===== src/rtl/vpic_pkg.sv =====
// Purpose: shared constants of the vectored priority interrupt controller
// Assumes: 26 controller inputs, four arbitration groups of six
// Notes:   source index = group * 6 + slot; rtc alarm 24, adc 25
package vpic_pkg;
    localparam int SRC_NUM    = 26;
    localparam int GROUP_NUM  = 4;
    localparam int UNIT_IN    = 6;
    localparam int PROG_IN    = 4;
    localparam int RTC_IDX    = 24;
    localparam int ADC_IDX    = 25;

    // vector table layout
    localparam logic [31:0] VEC_FIRST      = 32'h0000_0020;
    localparam logic [31:0] VEC_GROUP_STEP = 32'h0000_0020;
    localparam logic [31:0] VEC_SLOT_STEP  = 32'h0000_0004;
    localparam logic [31:0] VEC_RTC        = 32'h0000_00A0;
    localparam logic [31:0] VEC_ADC        = 32'h0000_00C0;

    // exception fetch addresses and branch encoding
    localparam logic [31:0] IRQ_FETCH   = 32'h0000_0018;
    localparam logic [31:0] FIQ_FETCH   = 32'h0000_001C;
    localparam logic [31:0] BRANCH_BASE = 32'hEA00_0000;
    localparam logic [31:0] PC_AHEAD    = 32'h0000_0008;

    // values after reset
    localparam logic [25:0] PENDING_RESET = 26'h000_0000;
    localparam logic [1:0]  ROT_RESET     = 2'h0;
    localparam logic [31:0] INSN_RESET    = 32'h0000_0000;
endpackage


===== src/rtl/vpic_rank_if.sv =====
// Purpose: carrier between the controller and one priority unit
// Assumes: six inputs, four programmable and two fixed
// Notes:   order holds four 2-bit input numbers, rank 0 first
`timescale 1ns/1ps
`default_nettype none
interface vpic_rank_if;
    logic [5:0] req;
    logic [7:0] order;
    logic       rr_en;
    logic       advance;
    logic       win_valid;
    logic [2:0] win_idx;
    modport unit (input req, order, rr_en, advance,
                  output win_valid, win_idx);
    modport ctrl (output req, order, rr_en, advance,
                  input win_valid, win_idx);
endinterface
`default_nettype wire


===== src/rtl/vpic_prio_unit.sv =====
// Purpose: one six-input priority unit, slave or master
// Assumes: inputs 0..3 programmable or rotating, 4 and 5 fixed
// Notes:   winner is combinational; rotation updates on advance
`timescale 1ns/1ps
`default_nettype none
module vpic_prio_unit (
    // clock and reset
    input  wire logic core_clk,
    input  wire logic rst,
    // controller side
    vpic_rank_if.unit rk
);
    localparam int PROG_IN_TOP = vpic_pkg::PROG_IN - 1;

    logic [1:0] rot_reg;
    logic [1:0] rank_in;

    always_comb begin
        rk.win_valid = 1'b0;
        rk.win_idx   = 3'h0;
        rank_in      = 2'h0;
        // fixed inputs lowest, first fixed above second
        if (rk.req[5]) begin
            rk.win_valid = 1'b1;
            rk.win_idx   = 3'h5;
        end
        if (rk.req[4]) begin
            rk.win_valid = 1'b1;
            rk.win_idx   = 3'h4;
        end
        // programmable ones above both; rank 0 checked last, wins
        for (int r = PROG_IN_TOP; r >= 0; r--) begin
            if (rk.rr_en) begin
                rank_in = rot_reg + 2'(r);
            end else begin
                rank_in = rk.order[2*r +: 2];
            end
            if (rk.req[rank_in]) begin
                rk.win_valid = 1'b1;
                rk.win_idx   = {1'b0, rank_in};
            end
        end
    end

    // granted rotating input drops to last place
    always_ff @(posedge core_clk) begin
        if (rst) begin
            rot_reg <= vpic_pkg::ROT_RESET;
        end else if (rk.advance && rk.rr_en && rk.win_valid
                     && !rk.win_idx[2]) begin
            rot_reg <= rk.win_idx[1:0] + 2'h1;
        end
    end
endmodule
`default_nettype wire


===== src/rtl/vpic_top.sv =====
// Purpose: vectored priority interrupt controller, core facing
// Assumes: all request and control inputs synchronous to core_clk
// Notes:   requests are levels; a high level sets pending each cycle
//
// How it works
// - 26 controller inputs from 30 sources, each with pending, mask, mode
// - four external pins ORed to one input; two uart errors likewise
// - after arbitration raise either the fast or the normal core line
// - per-source line select picks fast or normal delivery
// - pending is read only; write 1 to a clear port clears it
// - masked source still sets pending but is never serviced
// - global mask keeps pending updates but forwards nothing
// - hardware ranking only for normal-line sources in vectored mode
// - four slave units of six and one master unit of six
// - in a slave, four programmable above two fixed, fixed first wins
// - slave programmable order is programmed or round-robin
// - master: four groups above rtc alarm then adc, the lowest of all
// - master group order programmed or round-robin; first fixed wins
// - fast-line sources always beat normal-line sources
// - across groups the master group rank decides
// - within a group the slave unit ranking decides
// - fixed mapping of the 26 sources to groups and slots
// - vectored mode answers exception fetches with a branch word
// - branch = base opcode + ((vector - fetch - 8) >> 2)
// - each source has its own vector, 0x20 to 0xC0, by group
`timescale 1ns/1ps
`default_nettype none
module vpic_top #(
    parameter int ADDR_W = 32
) (
    // clock and reset
    input  wire logic        core_clk,
    input  wire logic        rst,
    // group a sources
    input  wire logic [3:0]  ext_request,
    input  wire logic [3:0]  ored_external_inputs,
    input  wire logic        rtc_tick_request,
    // group b sources
    input  wire logic [1:0]  general_dma_request,
    input  wire logic [1:0]  bridge_dma_request,
    input  wire logic        watchdog_request,
    input  wire logic [1:0]  ored_uart_error,
    // group c sources
    input  wire logic [5:0]  timer_request,
    // group d sources
    input  wire logic [1:0]  uart_rx_request,
    input  wire logic        i2c_request,
    input  wire logic        serial_io_request,
    input  wire logic [1:0]  uart_tx_request,
    // master direct sources
    input  wire logic        rtc_alarm_request,
    input  wire logic        adc_eoc_request,
    // configuration
    input  wire logic [25:0] source_mask_register,
    input  wire logic        global_mask,
    input  wire logic [25:0] line_select_register,
    input  wire logic        vectored_mode,
    input  wire logic [31:0] slave_order,
    input  wire logic [3:0]  slave_rr_enable,
    input  wire logic [7:0]  master_order,
    input  wire logic        master_rr_enable,
    // pending clear strobes, write one to clear
    input  wire logic [25:0] normal_pending_clear,
    input  wire logic [25:0] fast_pending_clear,
    // status
    output logic      [25:0] normal_pending_status,
    output logic      [4:0]  normal_winner,
    output logic             normal_winner_valid,
    // core side
    input  wire logic             fetch_valid,
    input  wire logic [ADDR_W-1:0] fetch_addr,
    output logic             normal_request,
    output logic             fast_request,
    output logic             insn_valid,
    output logic      [31:0] insn_data
);
    if (ADDR_W < 8) begin : g_bad_addr_w
        $error("vpic_top: ADDR_W must be at least 8");
    end

    localparam int NS = vpic_pkg::SRC_NUM;

    logic [NS-1:0] src;
    logic [NS-1:0] pend_reg;
    logic [NS-1:0] pend_next;
    logic [NS-1:0] serviceable;
    logic [NS-1:0] elig_normal;
    logic [NS-1:0] elig_fast;

    // source assembly in group and slot order
    always_comb begin
        src = '0;
        src[3:0]   = ext_request;
        src[4]     = |ored_external_inputs;
        src[5]     = rtc_tick_request;
        src[7:6]   = general_dma_request;
        src[9:8]   = bridge_dma_request;
        src[10]    = watchdog_request;
        src[11]    = |ored_uart_error;
        src[17:12] = timer_request;
        src[19:18] = uart_rx_request;
        src[20]    = i2c_request;
        src[21]    = serial_io_request;
        src[23:22] = uart_tx_request;
        src[vpic_pkg::RTC_IDX] = rtc_alarm_request;
        src[vpic_pkg::ADC_IDX] = adc_eoc_request;
    end

    // pending: set wins over clear, masks do not block setting
    always_comb begin
        pend_next = pend_reg;
        pend_next = pend_next & ~(normal_pending_clear
                                  | fast_pending_clear);
        pend_next = pend_next | src;
    end

    always_ff @(posedge core_clk) begin
        if (rst) begin
            pend_reg <= vpic_pkg::PENDING_RESET;
        end else begin
            pend_reg <= pend_next;
        end
    end

    // eligibility per line
    always_comb begin
        serviceable = pend_reg & ~source_mask_register;
        if (global_mask) begin
            serviceable = '0;
        end
        elig_normal = serviceable & ~line_select_register;
        elig_fast   = serviceable & line_select_register;
    end

    // priority units: four slaves and one master
    vpic_rank_if rk_slave [vpic_pkg::GROUP_NUM] ();
    vpic_rank_if rk_master ();

    logic [3:0] slave_valid;
    logic [2:0] slave_idx [vpic_pkg::GROUP_NUM];
    logic       advance_pulse;

    for (genvar g = 0; g < vpic_pkg::GROUP_NUM; g++) begin : g_slave
        assign rk_slave[g].req = elig_normal[g*6 +: 6];
        assign rk_slave[g].order   = slave_order[g*8 +: 8];
        assign rk_slave[g].rr_en   = slave_rr_enable[g];
        assign rk_slave[g].advance = advance_pulse
                                     && rk_master.win_idx == 3'(g);
        assign slave_valid[g] = rk_slave[g].win_valid;
        assign slave_idx[g]   = rk_slave[g].win_idx;
        vpic_prio_unit u_slave (
            .core_clk (core_clk),
            .rst      (rst),
            .rk       (rk_slave[g])
        );
    end

    assign rk_master.req = {elig_normal[vpic_pkg::ADC_IDX],
                            elig_normal[vpic_pkg::RTC_IDX],
                            slave_valid};
    assign rk_master.order   = master_order;
    assign rk_master.rr_en   = master_rr_enable;
    assign rk_master.advance = advance_pulse;

    vpic_prio_unit u_master (
        .core_clk (core_clk),
        .rst      (rst),
        .rk       (rk_master)
    );

    // combine master and slave outcome into one source number
    logic [4:0]  nwin;
    logic        nwin_valid;
    logic [31:0] nvec;
    logic [2:0]  mwin;
    logic [2:0]  swin;

    always_comb begin
        mwin       = rk_master.win_idx;
        nwin_valid = rk_master.win_valid;
        swin       = slave_idx[mwin[1:0]];
        nwin       = 5'h0;
        nvec       = vpic_pkg::VEC_FIRST;
        if (mwin == 3'h4) begin
            nwin = 5'(vpic_pkg::RTC_IDX);
            nvec = vpic_pkg::VEC_RTC;
        end else if (mwin == 3'h5) begin
            nwin = 5'(vpic_pkg::ADC_IDX);
            nvec = vpic_pkg::VEC_ADC;
        end else begin
            nwin = 5'(mwin[1:0] * 6 + swin);
            nvec = vpic_pkg::VEC_FIRST
                   + 32'(mwin[1:0]) * vpic_pkg::VEC_GROUP_STEP
                   + 32'(swin) * vpic_pkg::VEC_SLOT_STEP;
        end
    end

    // fast line: lowest source number wins, no hardware ranking
    logic [4:0]  fwin;
    logic        fwin_valid;
    logic [31:0] fvec;

    always_comb begin
        fwin       = 5'h0;
        fwin_valid = 1'b0;
        for (int i = NS - 1; i >= 0; i--) begin
            if (elig_fast[i]) begin
                fwin       = 5'(i);
                fwin_valid = 1'b1;
            end
        end
        if (fwin == 5'(vpic_pkg::RTC_IDX)) begin
            fvec = vpic_pkg::VEC_RTC;
        end else if (fwin == 5'(vpic_pkg::ADC_IDX)) begin
            fvec = vpic_pkg::VEC_ADC;
        end else begin
            fvec = vpic_pkg::VEC_FIRST
                   + 32'(fwin / 5'h6) * vpic_pkg::VEC_GROUP_STEP
                   + 32'(fwin % 5'h6) * vpic_pkg::VEC_SLOT_STEP;
        end
    end

    // exception vector fetch decode
    logic [31:0] fetch_word;
    logic        hit_normal;
    logic        hit_fast;
    logic [31:0] branch_word;

    always_comb begin
        fetch_word = 32'(fetch_addr);
        hit_normal = fetch_valid && vectored_mode && nwin_valid
                     && fetch_word == vpic_pkg::IRQ_FETCH;
        hit_fast   = fetch_valid && vectored_mode && fwin_valid
                     && fetch_word == vpic_pkg::FIQ_FETCH;
        if (hit_fast) begin
            branch_word = vpic_pkg::BRANCH_BASE
                + ((fvec - vpic_pkg::FIQ_FETCH
                    - vpic_pkg::PC_AHEAD) >> 2);
        end else begin
            branch_word = vpic_pkg::BRANCH_BASE
                + ((nvec - vpic_pkg::IRQ_FETCH
                    - vpic_pkg::PC_AHEAD) >> 2);
        end
    end

    // rotation moves only when a normal vector is really handed out
    assign advance_pulse = hit_normal;

    // core request lines
    always_ff @(posedge core_clk) begin
        if (rst) begin
            normal_request <= 1'b0;
            fast_request   <= 1'b0;
        end else begin
            normal_request <= |elig_normal;
            fast_request   <= |elig_fast;
        end
    end

    // instruction data answer, one cycle after the fetch
    always_ff @(posedge core_clk) begin
        if (rst) begin
            insn_valid <= 1'b0;
            insn_data  <= vpic_pkg::INSN_RESET;
        end else begin
            insn_valid <= hit_normal || hit_fast;
            if (hit_normal || hit_fast) begin
                insn_data <= branch_word;
            end
        end
    end

    // status mirrors
    always_ff @(posedge core_clk) begin
        if (rst) begin
            normal_pending_status <= vpic_pkg::PENDING_RESET;
            normal_winner         <= 5'h0;
            normal_winner_valid   <= 1'b0;
        end else begin
            normal_pending_status <= pend_next;
            normal_winner         <= nwin;
            normal_winner_valid   <= nwin_valid;
        end
    end
endmodule
`default_nettype wire


===== config.mk =====
export PLATFORM = sky130hd
export DESIGN_NAME = vpic_top
export DESIGN_NICKNAME = d
export VERILOG_FILES = /design/src/rtl/vpic_pkg.sv /design/src/rtl/vpic_rank_if.sv /design/src/rtl/vpic_prio_unit.sv /design/src/rtl/vpic_top.sv
export SDC_FILE = /design/constraint.sdc
export NUM_CORES = 1
export LEC_CHECK = 0
export BUFFER_PORTS_ARGS = -buffer_cell sky130_fd_sc_hd__buf_2
export CORE_AREA = 2 2 145 147
export DETAILED_ROUTE_END_ITERATION = 6
export DIE_AREA = 0 0 147 149
export HOLD_SLACK_MARGIN = 0.15
export PLACE_DENSITY = 0.69
export SKIP_CTS_REPAIR_TIMING = 1
export SYNTH_ARGS = -nofsm -noshare
export SYNTH_HDL_FRONTEND = slang
export SYNTH_SLANG_ARGS = --single-unit

===== constraint.sdc =====
create_clock -name core_clk -period 6.7 [get_ports core_clk]
set_clock_uncertainty 0.2 [all_clocks]
set_input_delay 0.67 -clock core_clk [delete_from_list [all_inputs] [get_ports core_clk]]
set_output_delay 0.67 -clock core_clk [all_outputs]
set_load 0.005 [all_outputs]

Yosys cells after proc, flatten, opt, wreduce, memory -nomap -nowiden
Index checks and enable logic that the tools add are counted.

Register bits after elaboration: 77. Output and inout bits: 67.

Add/subtract/negate cells: 31. Multipliers: 1. Divide/modulo/power cells: 2. Order comparisons: 21. Eq/ne operators: 9. Mux-type cells: 183. Bitwise operators: 10. Reductions and logical operators: 37.

Operators by type and width (number): 5-bit two-way mux (28); 26-bit AND (4); 3-bit two-way mux (32); 32-bit two-way mux (3); 2-bit by 4-bit < comparator with 1-bit output (second input constant) (20); 26-bit NOT (3); 1-bit two-way mux (76); 30-bit by 31-bit adder with 32-bit output (first input constant) (2); 32-bit by 5-bit == test with 1-bit output (second input constant) (2); 32-bit by 4-bit subtractor with 32-bit output (second input constant) (2); 32-bit by 5-bit subtractor with 32-bit output (second input constant) (2); 26-bit OR (2); 26-bit OR reduction (2); 1-bit binary-select mux with 2-bit select (20); 2-bit two-way mux (20); 32-bit adder (1); 6-bit by 32-bit adder with 32-bit output (first input constant) (1); 5-bit by 3-bit divider with 32-bit output (second input constant) (1); 5-bit by 3-bit remainder unit with 32-bit output (second input constant) (1); 26-bit two-way mux (1); 1-bit logical AND (24); 2-bit by 1-bit adder with 2-bit output (second input constant) (10); 2-bit adder (second input constant) (10); 9-bit two-way mux (2); other kinds (17) (25).

Logic depth before layout (Yosys ltp)
Gate-level depths: netlist of run 1.

Word-level depth: 39. Depth in mapped cells: 26. Mapped depth without buffers: 24.

Cells and area by module
Synthesis of run 1 repeated with hierarchy kept, for this count alone.

Cells, all modules: 952. Area, all modules: 7618.6 µm².

By module, submodules not included: vpic_top (instances 1, cells an instance 547, area each 4565.6 µm²); vpic_prio_unit (instances 5, cells an instance 81, area each 610.6 µm²).

Worst setup path after synthesis of run 1
No wires, ideal clock.

Path kind: input to register. Start point: input port global_mask. End point: register insn_data[27]. Library setup time: 0.132 ns. Data arrival time: 4.941 ns. Required time: 6.368 ns. Slack: 1.427 ns. Cell stages on the path: 25. Cells stage by stage: buf_2 > buf_2 > nor4bb_1 > or4_1 > o211ai_1 > nand3_1 > inv_1 > ha_1 > o211a_1 > o21ai_0 > and2_1 > inv_1 > ha_1 > ha_1 > a21o_1 > a31oi_1 > o21ai_0 > o21ai_1 > nor4b_2 > o21ai_1 > nand2_1 > ha_1 > xor2_1 > nand2_1 > a21oi_1.

Longest elaborated chain between the ends: 37.

Ends and longest elaborated chain: from (decl) (line vpic_top.sv:55) `input wire logic global_mask,`; 26-bit two-way mux (*) (line vpic_top.sv:128) `if (global_mask) begin`; 26-bit AND (line vpic_top.sv:132) `elig_fast = serviceable & line_select_register;`; 5-bit two-way mux (26 in a row) (line vpic_top.sv:207) `if (elig_fast[i]) begin`; 5-bit by 3-bit divider with 32-bit output (line vpic_top.sv:218) `+ 32'(fwin / 5'h6) * vpic_pkg::VEC_GROUP_STEP`; 6-bit by 32-bit adder with 32-bit output (line vpic_top.sv:218); 32-bit adder (line vpic_top.sv:219) `+ 32'(fwin % 5'h6) * vpic_pkg::VEC_SLOT_STEP;`; 32-bit two-way mux (line vpic_top.sv:214) `end else if (fwin == 5'(vpic_pkg::ADC_IDX)) begin`; 32-bit two-way mux (line vpic_top.sv:212) `if (fwin == 5'(vpic_pkg::RTC_IDX)) begin`; 32-bit by 5-bit subtractor with 32-bit output (line vpic_top.sv:237) `+ ((fvec - vpic_pkg::FIQ_FETCH`; 32-bit by 4-bit subtractor with 32-bit output (line vpic_top.sv:238) `- vpic_pkg::PC_AHEAD) >> 2);`; 30-bit by 31-bit adder with 32-bit output (line vpic_top.sv:237); 32-bit two-way mux (line vpic_top.sv:235) `if (hit_fast) begin`; to (signal assigned) (line vpic_top.sv:264) `insn_data <= vpic_pkg::INSN_RESET;`; to (signal assigned) (line vpic_top.sv:268) `insn_data <= branch_word;`; to (decl) (line vpic_top.sv:75) `output logic [31:0] insn_data`.

Mark *: on every way between the ends. The rest lies on a longest branch, timed or not. The select of a mux whose other input is x is not followed. A chain may end at the register's enable or synchronous reset.

Worst setup path after layout of run 1
Ends and elaborated chain as after synthesis.

==> impl_metrics.json, run 1 <==
{
  "grt_use_met3": 0.0300,
  "critical_path.max_fanout": 47,
  "vias": 7800,
  "grt_antenna_before_repair": 4,
  "clk_path_buf_depth": 2,
  "fin_util": 0.430,
  "drt-vias-per-instance": 5.50,
  "layout-drive-gt1-share": 0.331,
  "core_box_area_um2": 20600,
  "placement_rows": 53,
  "critPathCaptureType": "flip-flop",
  "timing_worst_slew_pin_value_ns": 0.932,
  "cts-buffers-inserted": 9,
  "synth-edff-count": 0,
  "status": "finished, final reports clean",
  "place_inst": 1399,
  "fp.dieArea_um2": 21900,
  "total_buffers_and_inverters_traversed_by_the_critical_path": 1,
  "final_period_minus_worst_setup_slack_ns": 6.01,
  "hp-class": "flip-flop to flip-flop",
  "cts_htree_levels": 3,
  "crit_path_start_kind": "primary input",
  "final_hold_viol_count": 0,
  "portBuffers": 282,
  "worst-r2r-setup-slack_ns": 1.06,
  "grt_pass1_vias": 7475,
  "power_frac_seq": 0.328,
  "globalRoute.busiestLayer": "met2",
  "max_freq_ghz": 0.166,
  "worstSetupPathType": "primary input to flip-flop",
  "combinational_family_with_the_most_area_after_synthesis": "simple AND/OR/NAND/NOR gates",
  "synthesis.area_per_instance_um2": 7.94,
  "wirelength_um": 24800,
  "maxSlewViolCount": 0,
  "setup_viol": 0,
  "post-route-drc-count": 0,
  "syn_area_um2": 6850,
  "synth_cells": 862,
  "globalRoute.totalOverflow": 0,
  "drtPass1Iterations": 5,
  "slowest_delay_ns": 0.66,
  "power.clock.fraction": 0.329,
  "mux_cell_area_share_after_synthesis": 0.140,
  "cpLargestDelayFamily": "simple AND/OR/NAND/NOR gates",
  "gpl.final_weighted_congestion": 0.940,
  "fp.dieH_um": 149,
  "design.portCount": 283,
  "syn_to_final_growth_pct": 29.3,
  "crit_chain": "buf_2, or4b_1, mux2i_1, mux2_2, or3_1, or4b_1, mux2_1, o2bb2ai_1, o31ai_4, ha_1, o21ai_0, nor4_2, nor2_1, ha_1, nand2_1, nand2_1, ha_1, xor2_1, nand2_1, a21oi_1",
  "cap_viol_max_count": 0,
  "crit_path_top_delay_cell": "sky130_fd_sc_hd__or4b_1",
  "synth.ff_latch_count": 77,
  "grtUsageMet2": 0.373,
  "yosys.area_share.adder": 0.0322,
  "groute.usage.overall": 0.219,
  "design.final.nets": 1368,
  "grt_pass1_wl_um": 38500,
  "mappedNetlistNets": 1095,
  "clk-insertion-delay-late_ns": 0.35,
  "grt_setup_unrepaired": "false",
  "synth_xor_xnor_area_share": 0.0281,
  "largest_net_degree_at_the_start_of_global_routing": 62,
  "cp.arrival_ns": 6.02,
  "async_reset_ff_frac": 0,
  "detail_route.wl_per_cell_um": 17.5,
  "root_buffer": "sky130_fd_sc_hd__clkbuf_16",
  "count_of_non_filler_cells_in_the_finished_layout": 1418,
  "hold_ws_ns": 0.248,
  "grtUsageMet1": 0.284,
  "largest_reg_flops": 32,
  "switching_share": 0.357,
  "setup_tns_ns": 0,
  "synth-compound-area-share": 0.217,
  "p_sw_w": 0.000532,
  "min_period_over_period": 0.898,
  "detailedPlacementHpwl_um": 20400,
  "clk_pin_slew_worst_paths_ns": 0.07,
  "p_leak_nw": 4.14,
  "detail-route-antenna-nets": 0,
  "die-width_um": 147,
  "timing.slew.headroom": 0.370,
  "initialDrtViolationCount": 452,
  "start_util": 0.333,
  "ir_worst_vdd_v": 0.000129,
  "cell_internal_pwr_w": 0.000958,
  "share_comb_of_total_power": 0.343,
  "numClockSinks": 77,
  "simple_gate_share_of_the_synthesized_area": 0.318,
  "clock_tree_from_tritoncts": "yes",
  "synth-warning-count": 0,
  "power_density_nw_per_um2": 168,
  "synthDistinctLibCells": 91,
  "critPathRequiredTime_ns": 6.70,
  "synth-main-ff-cell": "sky130_fd_sc_hd__dfxtp_1",
  "design_power_total_w": 0.00149,
  "synth.yosys.seq_area_share": 0.225
}
cell usage in the layout, fill, tap and decap left out, types with 12 or more instances in the layout:
| cell type | count |
|---|---|
| sky130_fd_sc_hd__nor4bb_1 | 26 |
| sky130_fd_sc_hd__o21a_1 | 14 |
| sky130_fd_sc_hd__buf_4 | 12 |
| sky130_fd_sc_hd__mux2_2 | 22 |
| sky130_fd_sc_hd__dfxtp_1 | 77 |
| sky130_fd_sc_hd__nand4_1 | 17 |
| sky130_fd_sc_hd__nand2_1 | 56 |
| sky130_fd_sc_hd__buf_2 | 282 |
| sky130_fd_sc_hd__a21oi_1 | 80 |
| sky130_fd_sc_hd__nor2b_1 | 13 |
| sky130_fd_sc_hd__o21ai_0 | 20 |
| sky130_fd_sc_hd__ha_1 | 16 |
| sky130_fd_sc_hd__inv_1 | 31 |
| sky130_fd_sc_hd__nor4_1 | 23 |
| sky130_fd_sc_hd__a31oi_1 | 12 |
| sky130_fd_sc_hd__nor2_1 | 102 |
| sky130_fd_sc_hd__xnor2_1 | 13 |
| sky130_fd_sc_hd__or4b_2 | 13 |
| sky130_fd_sc_hd__nor3_1 | 15 |
| sky130_fd_sc_hd__o211ai_1 | 13 |
| sky130_fd_sc_hd__nand2b_1 | 22 |
| sky130_fd_sc_hd__mux2i_1 | 65 |
Yosys cell counts (4+ instances only):
| cell type | n | area (um^2) |
|---|---|---|
| sky130_fd_sc_hd__a31oi_1 | 12 | 75.1 |
| sky130_fd_sc_hd__a21oi_1 | 80 | 400 |
| sky130_fd_sc_hd__o221ai_1 | 4 | 35.0 |
| sky130_fd_sc_hd__buf_2 | 9 | 45.0 |
| sky130_fd_sc_hd__or3_1 | 8 | 50.1 |
| sky130_fd_sc_hd__inv_1 | 31 | 116 |
| sky130_fd_sc_hd__o22ai_1 | 8 | 50.1 |
| sky130_fd_sc_hd__nand3_1 | 11 | 55.1 |
| sky130_fd_sc_hd__nand4_1 | 17 | 106 |
| sky130_fd_sc_hd__o211ai_1 | 13 | 97.6 |
| sky130_fd_sc_hd__or4b_2 | 13 | 130 |
| sky130_fd_sc_hd__o21ai_1 | 4 | 20.0 |
| sky130_fd_sc_hd__nand2b_1 | 22 | 138 |
| sky130_fd_sc_hd__o21bai_1 | 5 | 37.5 |
| sky130_fd_sc_hd__dfxtp_1 | 77 | 1540 |
| sky130_fd_sc_hd__mux2_2 | 22 | 248 |
| sky130_fd_sc_hd__or4b_1 | 6 | 60.1 |
| sky130_fd_sc_hd__nand4bb_1 | 6 | 67.6 |
| sky130_fd_sc_hd__nand2_1 | 56 | 210 |
| sky130_fd_sc_hd__ha_1 | 16 | 200 |
| sky130_fd_sc_hd__a211oi_1 | 6 | 45.0 |
| sky130_fd_sc_hd__nor4_1 | 23 | 144 |
| sky130_fd_sc_hd__nand3b_1 | 4 | 30.0 |
| sky130_fd_sc_hd__mux2i_1 | 65 | 651 |
| sky130_fd_sc_hd__nor2b_1 | 13 | 81.3 |
| sky130_fd_sc_hd__nor3_1 | 15 | 75.1 |
| sky130_fd_sc_hd__o21ai_0 | 20 | 100 |
| sky130_fd_sc_hd__xnor2_1 | 13 | 114 |
| sky130_fd_sc_hd__o21a_1 | 14 | 105 |
| sky130_fd_sc_hd__nor2_1 | 102 | 383 |
| sky130_fd_sc_hd__or2_2 | 4 | 25.0 |
| sky130_fd_sc_hd__xor2_1 | 9 | 78.8 |
| sky130_fd_sc_hd__nor4b_1 | 10 | 87.6 |
| sky130_fd_sc_hd__clkbuf_1 | 19 | 71.3 |
| sky130_fd_sc_hd__nor4bb_1 | 26 | 260 |
| sky130_fd_sc_hd__and2_1 | 8 | 50.1 |
| sky130_fd_sc_hd__a21o_1 | 6 | 45.0 |
worst min-delay path: stages, from the launching register on:
cell and delay [ns]:
sky130_fd_sc_hd__dfxtp_1 0.31, sky130_fd_sc_hd__nand2_1 0.05, sky130_fd_sc_hd__a21oi_1 0.05
final timing paths:
check / startpoint / to / cells past startpoint
setup / recovery: global_mask / insn_data[27]$_SDFFE_PP0P_ / 20
hold / removal: insn_data[30]$_SDFFE_PP0P_ / insn_data[30]$_SDFFE_PP0P_ / 2
setup reg to reg: normal_pending_status[9]$_SDFF_PP0_ / insn_data[27]$_SDFFE_PP0P_ / 23
hold reg to reg: insn_data[30]$_SDFFE_PP0P_ / insn_data[30]$_SDFFE_PP0P_ / 2
area by class of cell:
cell class | count | area (um^2)
timing repair buffer | 294 | 1500
inverter | 33 | 124
clock inverter | 7 | 63.8
antenna | 3 | 7.51
fill | 2124 | 11700
multi-input combinational | 720 | 5040
sequential | 77 | 1540
clock buffer | 9 | 225
tap | 275 | 344
cell families (layout without fill, tap and decap cells):
kind of cell               count (synthesis)  count (layout)
other                                      1               4
buffers and inverters                     65             343
AOI/OAI and AO/OA                        220             220
xor gates and xnor gates                  22              22
muxes                                     91              91
adders and majority gates                 17              17
DFF                                       77              77
and+or+nand+nor                          369             369
power groups by stage:
stage	registers [W]	clock network (W)	logic, W
floorplan	0.000497	0	0.000334
global placement	0.000500	0	0.000504
detailed placement	0.000500	0	0.000506
CTS	0.000489	0.000498	0.000508
global route	0.000491	0.000516	0.000564
finish	0.000489	0.000490	0.000512
metrics by stage:
stage                     worst slack [ns]  instance area (um^2)
after floorplan                       1.43                  6850
after global placement               0.529                  8550
after detailed placement             0.398                  8550
after CTS                            0.753                  8840
after global routing                 0.232                  8850
final                                0.686                  8850
layer usage:
| layer | vias up | part of all wire |
|---|---|---|
| li1 | 3813 | - |
| met1 | 3626 | 0.44 |
| met2 | 313 | 0.47 |
| met3 | 46 | 0.065 |
| met4 | 2 | 0.027 |
| met5 | - | 0.00053 |
Power figures use the tool's default switching activity.
==> inputs of run 2 (changes only) <==
--- a/config.mk
+++ b/config.mk
@@ -5,12 +5,13 @@
 export SDC_FILE = /design/constraint.sdc
 export NUM_CORES = 1
 export LEC_CHECK = 0
+export ABC_AREA = 1
 export BUFFER_PORTS_ARGS = -buffer_cell sky130_fd_sc_hd__buf_2
-export CORE_AREA = 2 2 145 147
+export CORE_AREA = 2 2 143 145
 export DETAILED_ROUTE_END_ITERATION = 6
-export DIE_AREA = 0 0 147 149
+export DIE_AREA = 0 0 145 147
 export HOLD_SLACK_MARGIN = 0.15
-export PLACE_DENSITY = 0.69
+export PLACE_DENSITY = 0.57
 export SKIP_CTS_REPAIR_TIMING = 1
 export SYNTH_ARGS = -nofsm -noshare
 export SYNTH_HDL_FRONTEND = slang
==> impl_metrics.json, run 2 <==
{
  "numClockSinks": 77,
  "detail_route.wl_per_cell_um": 14.2,
  "ir_worst_vdd_v": 0.000131,
  "initialDrtViolationCount": 375,
  "count_of_non_filler_cells_in_the_finished_layout": 1610,
  "combinational_family_with_the_most_area_after_synthesis": "simple AND/OR/NAND/NOR gates",
  "synth.area.top_cells": "sky130_fd_sc_hd__dfxtp_1 23%, sky130_fd_sc_hd__nand2_1 12%, sky130_fd_sc_hd__nor2_1 8.2%",
  "timing_worst_slew_pin_value_ns": 0.930,
  "placedInstanceArea_um2": 8300,
  "fin_area_um2": 8600,
  "synth_xor_xnor_area_share": 0.0186,
  "synth-edff-count": 0,
  "vias": 7720,
  "power_density_nw_per_um2": 182,
  "critical_path.max_fanout": 34,
  "final_period_minus_worst_setup_slack_ns": 5.17,
  "groute.usage.overall": 0.212,
  "wirelength_um": 22900,
  "worst-r2r-setup-slack_ns": 1.94,
  "largest_net_degree_at_the_start_of_global_routing": 46,
  "layout-drive-gt1-share": 0.319,
  "post-route-drc-count": 0,
  "core_box_area_um2": 19800,
  "critPathRequiredTime_ns": 6.75,
  "critPathCaptureType": "flip-flop",
  "grt_antenna_before_repair": 3,
  "yosysTopAreaCell": "sky130_fd_sc_hd__dfxtp_1",
  "portBuffers": 282,
  "largest_reg_flops": 32,
  "detail-route-antenna-nets": 0,
  "placement_rows": 52,
  "synthDistinctLibCells": 64,
  "mux_cell_area_share_after_synthesis": 0.00150,
  "clk-insertion-delay-late_ns": 0.35,
  "clock_tree_from_tritoncts": "yes",
  "max_freq_ghz": 0.193,
  "final_hold_viol_count": 0,
  "cpLargestDelayFamily": "simple AND/OR/NAND/NOR gates",
  "timing.slew.headroom": 0.374,
  "worstSetupPathType": "primary input to flip-flop",
  "crit_path_start_kind": "primary input",
  "synth.yosys.seq_area_share": 0.232,
  "most_common_cell_after_layout_fill_and_taps_aside": "sky130_fd_sc_hd__buf_2",
  "slowest_delay_ns": 0.36,
  "yosys.area_share.adder": 0.0331,
  "grt_setup_unrepaired": "false",
  "clk_pin_slew_worst_paths_ns": 0.07,
  "drtPass1Iterations": 4,
  "drt-vias-per-instance": 4.80,
  "synth.ff_latch_count": 77,
  "synth-compound-area-share": 0.200,
  "critPathMostFrequentCell": "sky130_fd_sc_hd__nand2_1",
  "place_inst": 1591,
  "cap_viol_max_count": 0,
  "grt_pass1_vias": 7365,
  "mappedNetlistNets": 1285,
  "root_buffer": "sky130_fd_sc_hd__clkbuf_16",
  "design_power_total_w": 0.00156,
  "filler_cell_count": 2154,
  "design.final.nets": 1565,
  "synth_cells": 1052,
  "synth-warning-count": 0,
  "synth_top_cell_area_share": 0.232,
  "synthesis.area_per_instance_um2": 6.32,
  "crit_path_top_delay_cell": "sky130_fd_sc_hd__buf_2",
  "cts-buffers-inserted": 9,
  "p_leak_nw": 4.61,
  "setup_viol": 0,
  "cts_htree_levels": 3,
  "syn_to_final_growth_pct": 29.2,
  "async_reset_ff_frac": 0,
  "most-common-layout-cells": "282 x sky130_fd_sc_hd__buf_2, 214 x sky130_fd_sc_hd__nand2_1, 145 x sky130_fd_sc_hd__nor2_1",
  "cp.arrival_ns": 5.22,
  "fp.dieArea_um2": 21300,
  "simple_gate_share_of_the_synthesized_area": 0.402,
  "fp.dieH_um": 147,
  "status": "finished, final reports clean",
  "grt_pass1_wl_um": 36400,
  "globalRoute.totalOverflow": 0,
  "maxSlewViolCount": 0,
  "synth_most_common_cell": "sky130_fd_sc_hd__nand2_1",
  "hp-class": "flip-flop to flip-flop",
  "min_period_over_period": 0.771,
  "design.portCount": 283,
  "syn_area_um2": 6650,
  "setup_tns_ns": 0,
  "start_util": 0.335,
  "detailedPlacementHpwl_um": 19400,
  "synth-main-ff-cell": "sky130_fd_sc_hd__dfxtp_1",
  "die-width_um": 145,
  "total_buffers_and_inverters_traversed_by_the_critical_path": 7,
  "gpl.final_weighted_congestion": 0.861,
  "clk_path_buf_depth": 2,
  "synth.top_cells.by_count": "214 x sky130_fd_sc_hd__nand2_1, 145 x sky130_fd_sc_hd__nor2_1, 138 x sky130_fd_sc_hd__inv_1"
}
[run 2: area by class of cell]
type | count | area [um^2] | share of cell area
Multi-Input combinational cell | 793 | 4370 | 0.508
Sequential cell | 77 | 1540 | 0.179
Timing Repair Buffer | 283 | 1420 | 0.165
Inverter | 168 | 636 | 0.0739
Tap cell | 270 | 338 | 0.0393
Clock buffer | 9 | 225 | 0.0262
Clock inverter | 7 | 63.8 | 0.00742
Antenna cell | 3 | 7.51 | 0.000873
[run 2: cell families after synthesis]
| logic type | after synthesis |
|---|---|
| xor gates and xnor gates | 12 |
| muxes | 1 |
| adders and majority gates | 17 |
| other | 1 |
| and+or+nand+nor | 544 |
| DFF | 77 |
| AOI/OAI and AO/OA | 218 |
| buffers and inverters | 182 |
[run 2: per-stage QoR]
step	utilization	setup WS [ns]	hold WS, ns
after floorplan	-	1.99	0.246
after global placement	0.418	1.34	0.236
after detailed placement	0.418	1.18	0.233
after CTS	0.433	1.55	0.250
after global routing	0.433	1.09	0.268
final	0.433	1.53	0.248
[run 2: power by group]
part	internal (W)	total, W	leakage [nW]	switching, W
Clock	0.000260	0.000491	0.137	0.000231
Sequential	0.000479	0.000494	0.630	0.0000153
Combinational	0.000219	0.000577	3.84	0.000358
[run 2: layer usage]
metal	GRT usage	part of all wire	vias up
met5	0	0	-
met4	0.0683	0.025	0
met3	0.0391	0.061	30
met2	0.371	0.47	263
met1	0.265	0.45	3375
li1	-	-	4052
[run 2: final timing paths]
| path | cells past startpoint | end | start |
|---|---|---|---|
| min | 2 | insn_data[7]$_SDFFE_PP0P_ | insn_data[7]$_SDFFE_PP0P_ |
| max | 34 | insn_data[29]$_SDFFE_PP0P_ | global_mask |
| min reg2reg | 2 | insn_data[7]$_SDFFE_PP0P_ | insn_data[7]$_SDFFE_PP0P_ |
| max reg2reg | 31 | insn_data[27]$_SDFFE_PP0P_ | normal_pending_status[6]$_SDFF_PP0_ |
[run 2: worst reg2reg max path: cells and delay by family, from the launching register on]
kind / cells / cell delay, ns
and+or+nand+nor: 18 / 2.48
AOI/OAI and AO/OA: 3 / 0.35
DFF: 1 / 0.42
adders and majority gates: 3 / 0.60
buffers and inverters: 7 / 0.61
==> inputs of run 3 (changes only) <==
==> constraint.sdc (replaced) <==
create_clock -name core_clk -period 4.9 [get_ports core_clk]
set_clock_uncertainty 0.2 [all_clocks]
set_input_delay 0.49 -clock core_clk [delete_from_list [all_inputs] [get_ports core_clk]]
set_output_delay 0.49 -clock core_clk [all_outputs]
set_load 0.005 [all_outputs]
==> impl_metrics.json, run 3 (synthesis results as in run 2) <==
{
  "status": "finished, final reports clean",
  "hold_ws_ns": 0.144,
  "worstReg2RegEnd": "insn_data[29]$_SDFFE_PP0P_",
  "clk_pin_slew_worst_paths_ns": 0.07,
  "grt_pass1_vias": 7438,
  "design.final.nets": 1590,
  "timing.slew.headroom": 0.389,
  "final_hold_viol_count": 0,
  "largest_net_degree_at_the_start_of_global_routing": 46,
  "start_util": 0.335,
  "p_leak_nw": 4.75,
  "largest_reg_flops": 32,
  "detailedPlacementHpwl_um": 19600,
  "most-common-layout-cells": "281 x sky130_fd_sc_hd__buf_2, 213 x sky130_fd_sc_hd__nand2_1, 141 x sky130_fd_sc_hd__nor2_1",
  "endpoint": "insn_data[29]$_SDFFE_PP0P_",
  "critPathMostFrequentCell": "sky130_fd_sc_hd__nand2_1",
  "wirelength_um": 23000,
  "critical_path.max_fanout": 21,
  "worstSetupPathType": "primary input to flip-flop",
  "vias": 7777,
  "fin_util": 0.447,
  "portBuffers": 282,
  "min_period_over_period": 0.918,
  "design.portCount": 283,
  "r2r-start": "normal_pending_status[9]$_SDFF_PP0_",
  "syn_to_final_growth_pct": 33.3,
  "cts-buffers-inserted": 9,
  "ir_worst_vdd_v": 0.000207,
  "detail-route-antenna-nets": 0,
  "fp.dieArea_um2": 21300,
  "filler_cell_count": 2108,
  "max_freq_ghz": 0.222,
  "grt_antenna_before_repair": 0,
  "grt_pass1_wl_um": 36600,
  "detail_route.wl_per_cell_um": 14.1,
  "slowest_delay_ns": 0.28,
  "drt-vias-per-instance": 4.77,
  "count_of_non_filler_cells_in_the_finished_layout": 1632,
  "critPathCaptureType": "flip-flop",
  "design_power_total_w": 0.00218,
  "setup_viol": 0,
  "final_period_minus_worst_setup_slack_ns": 4.50,
  "globalRoute.totalOverflow": 0,
  "root_buffer": "sky130_fd_sc_hd__clkbuf_16",
  "cts_htree_levels": 3,
  "initialDrtViolationCount": 318,
  "placement_rows": 52,
  "critPathRequiredTime_ns": 4.95,
  "hp-class": "primary input to flip-flop",
  "maxSlewViolCount": 0,
  "timing_worst_slew_pin_value_ns": 0.908,
  "clock_tree_from_tritoncts": "yes",
  "fp.dieH_um": 147,
  "worst-r2r-setup-slack_ns": 0.43,
  "cp.arrival_ns": 4.54,
  "gpl.final_weighted_congestion": 0.880,
  "drtPass1Iterations": 4,
  "n_antenna_cell": 0,
  "layout-drive-gt1-share": 0.338,
  "crit_path_top_delay_cell": "sky130_fd_sc_hd__ha_1",
  "groute.usage.overall": 0.212,
  "die-width_um": 145,
  "cap_viol_max_count": 0,
  "clk-insertion-delay-late_ns": 0.35,
  "clk_path_buf_depth": 2,
  "post-route-drc-count": 0,
  "crit_path_start": "global_mask",
  "r2r.worst_path.cells": 34,
  "core_box_area_um2": 19800,
  "crit_path_start_kind": "primary input",
  "most_common_cell_after_layout_fill_and_taps_aside": "sky130_fd_sc_hd__buf_2",
  "numClockSinks": 77,
  "power_density_nw_per_um2": 245,
  "place_inst": 1613
}
[run 3: changes by cell type in the layout (fill, tap and decap cells not counted), moves of 2 or more]
cell                            before  now
sky130_fd_sc_hd__a21oi_1            80   78
sky130_fd_sc_hd__nor4_2              4    2
sky130_fd_sc_hd__buf_4               1   21
sky130_fd_sc_hd__nor2_2             20   23
sky130_fd_sc_hd__nor2_1            145  141
sky130_fd_sc_hd__nor4_4              1    3
sky130_fd_sc_hd__diode_2             3    0
sky130_fd_sc_hd__dlygate4sd3_1       0    3
sky130_fd_sc_hd__o21ai_1            22   20
sky130_fd_sc_hd__inv_8               2    0
sky130_fd_sc_hd__a21oi_2             2    4
sky130_fd_sc_hd__o21ai_2             4    6
[run 3: per-stage QoR]
stage	setup TNS, ns	worst slack, ns	instance area, um^2
after floorplan	0	0.370	6650
after global placement	0	0.0526	8480
after detailed placement	0	0.0319	8480
after CTS	0	0.377	8770
after global routing	-0.00266	-0.00266	8870
final	0	0.403	8870
[run 3: area by class of cell]
cell class	count	area, um^2	area share
tap	270	338	0.0381
sequential	77	1540	0.174
timing repair buffer	308	1630	0.184
clock buffer	9	225	0.0254
multi-input combinational	793	4430	0.499
clock inverter	7	67.6	0.00762
inverter	168	636	0.0717
[run 3: routing by layer]
metal / part of all wire / track usage / wire length, um / up-vias
met1: 0.45 / 0.264 / 10400 / 3432
met3: 0.051 / 0.0398 / 1180 / 22
met4: 0.013 / 0.0505 / 291 / 0
met5: 0 / 0 / 0 / -
li1: - / - / - / 4103
met2: 0.48 / 0.380 / 11100 / 220
[run 3: critical path: cells and delay by family]
kind	cells	cell delay [ns]
AOI/OAI and AO/OA	4	0.57
xor gates and xnor gates	1	0.20
adders and majority gates	5	1.09
buffers and inverters	7	0.54
and+or+nand+nor	17	1.68
[run 3: how the worst min path moves through the flow]
stage / from / end / slack (ns) / depth (start not counted)
2_1_floorplan: g_slave[0].u_slave.rot_reg[1]$_SDFFE_PP0P_ / g_slave[0].u_slave.rot_reg[1]$_SDFFE_PP0P_ / 0.25 / 2
3_3_place_gp: insn_data[23]$_SDFFE_PP0P_ / insn_data[23]$_SDFFE_PP0P_ / 0.23 / 2
3_5_place_dp: insn_data[7]$_SDFFE_PP0P_ / insn_data[7]$_SDFFE_PP0P_ / 0.24 / 2
4_1_cts: general_dma_request[0] / normal_pending_status[6]$_SDFF_PP0_ / 0.13 / 3
5_1_grt: bridge_dma_request[1] / normal_pending_status[9]$_SDFF_PP0_ / 0.15 / 3
6_report: timer_request[3] / normal_pending_status[15]$_SDFF_PP0_ / 0.14 / 3
[run 3: power breakdown]
part / total, W / switching [W] / leakage [nW] / internal, W
sequential: 0.000675 / 0.0000205 / 0.630 / 0.000654
clock: 0.000659 / 0.000304 / 0.140 / 0.000355
combinational: 0.000842 / 0.000508 / 3.98 / 0.000334
total: 0.00218 / 0.000832 / 4.75 / 0.00134
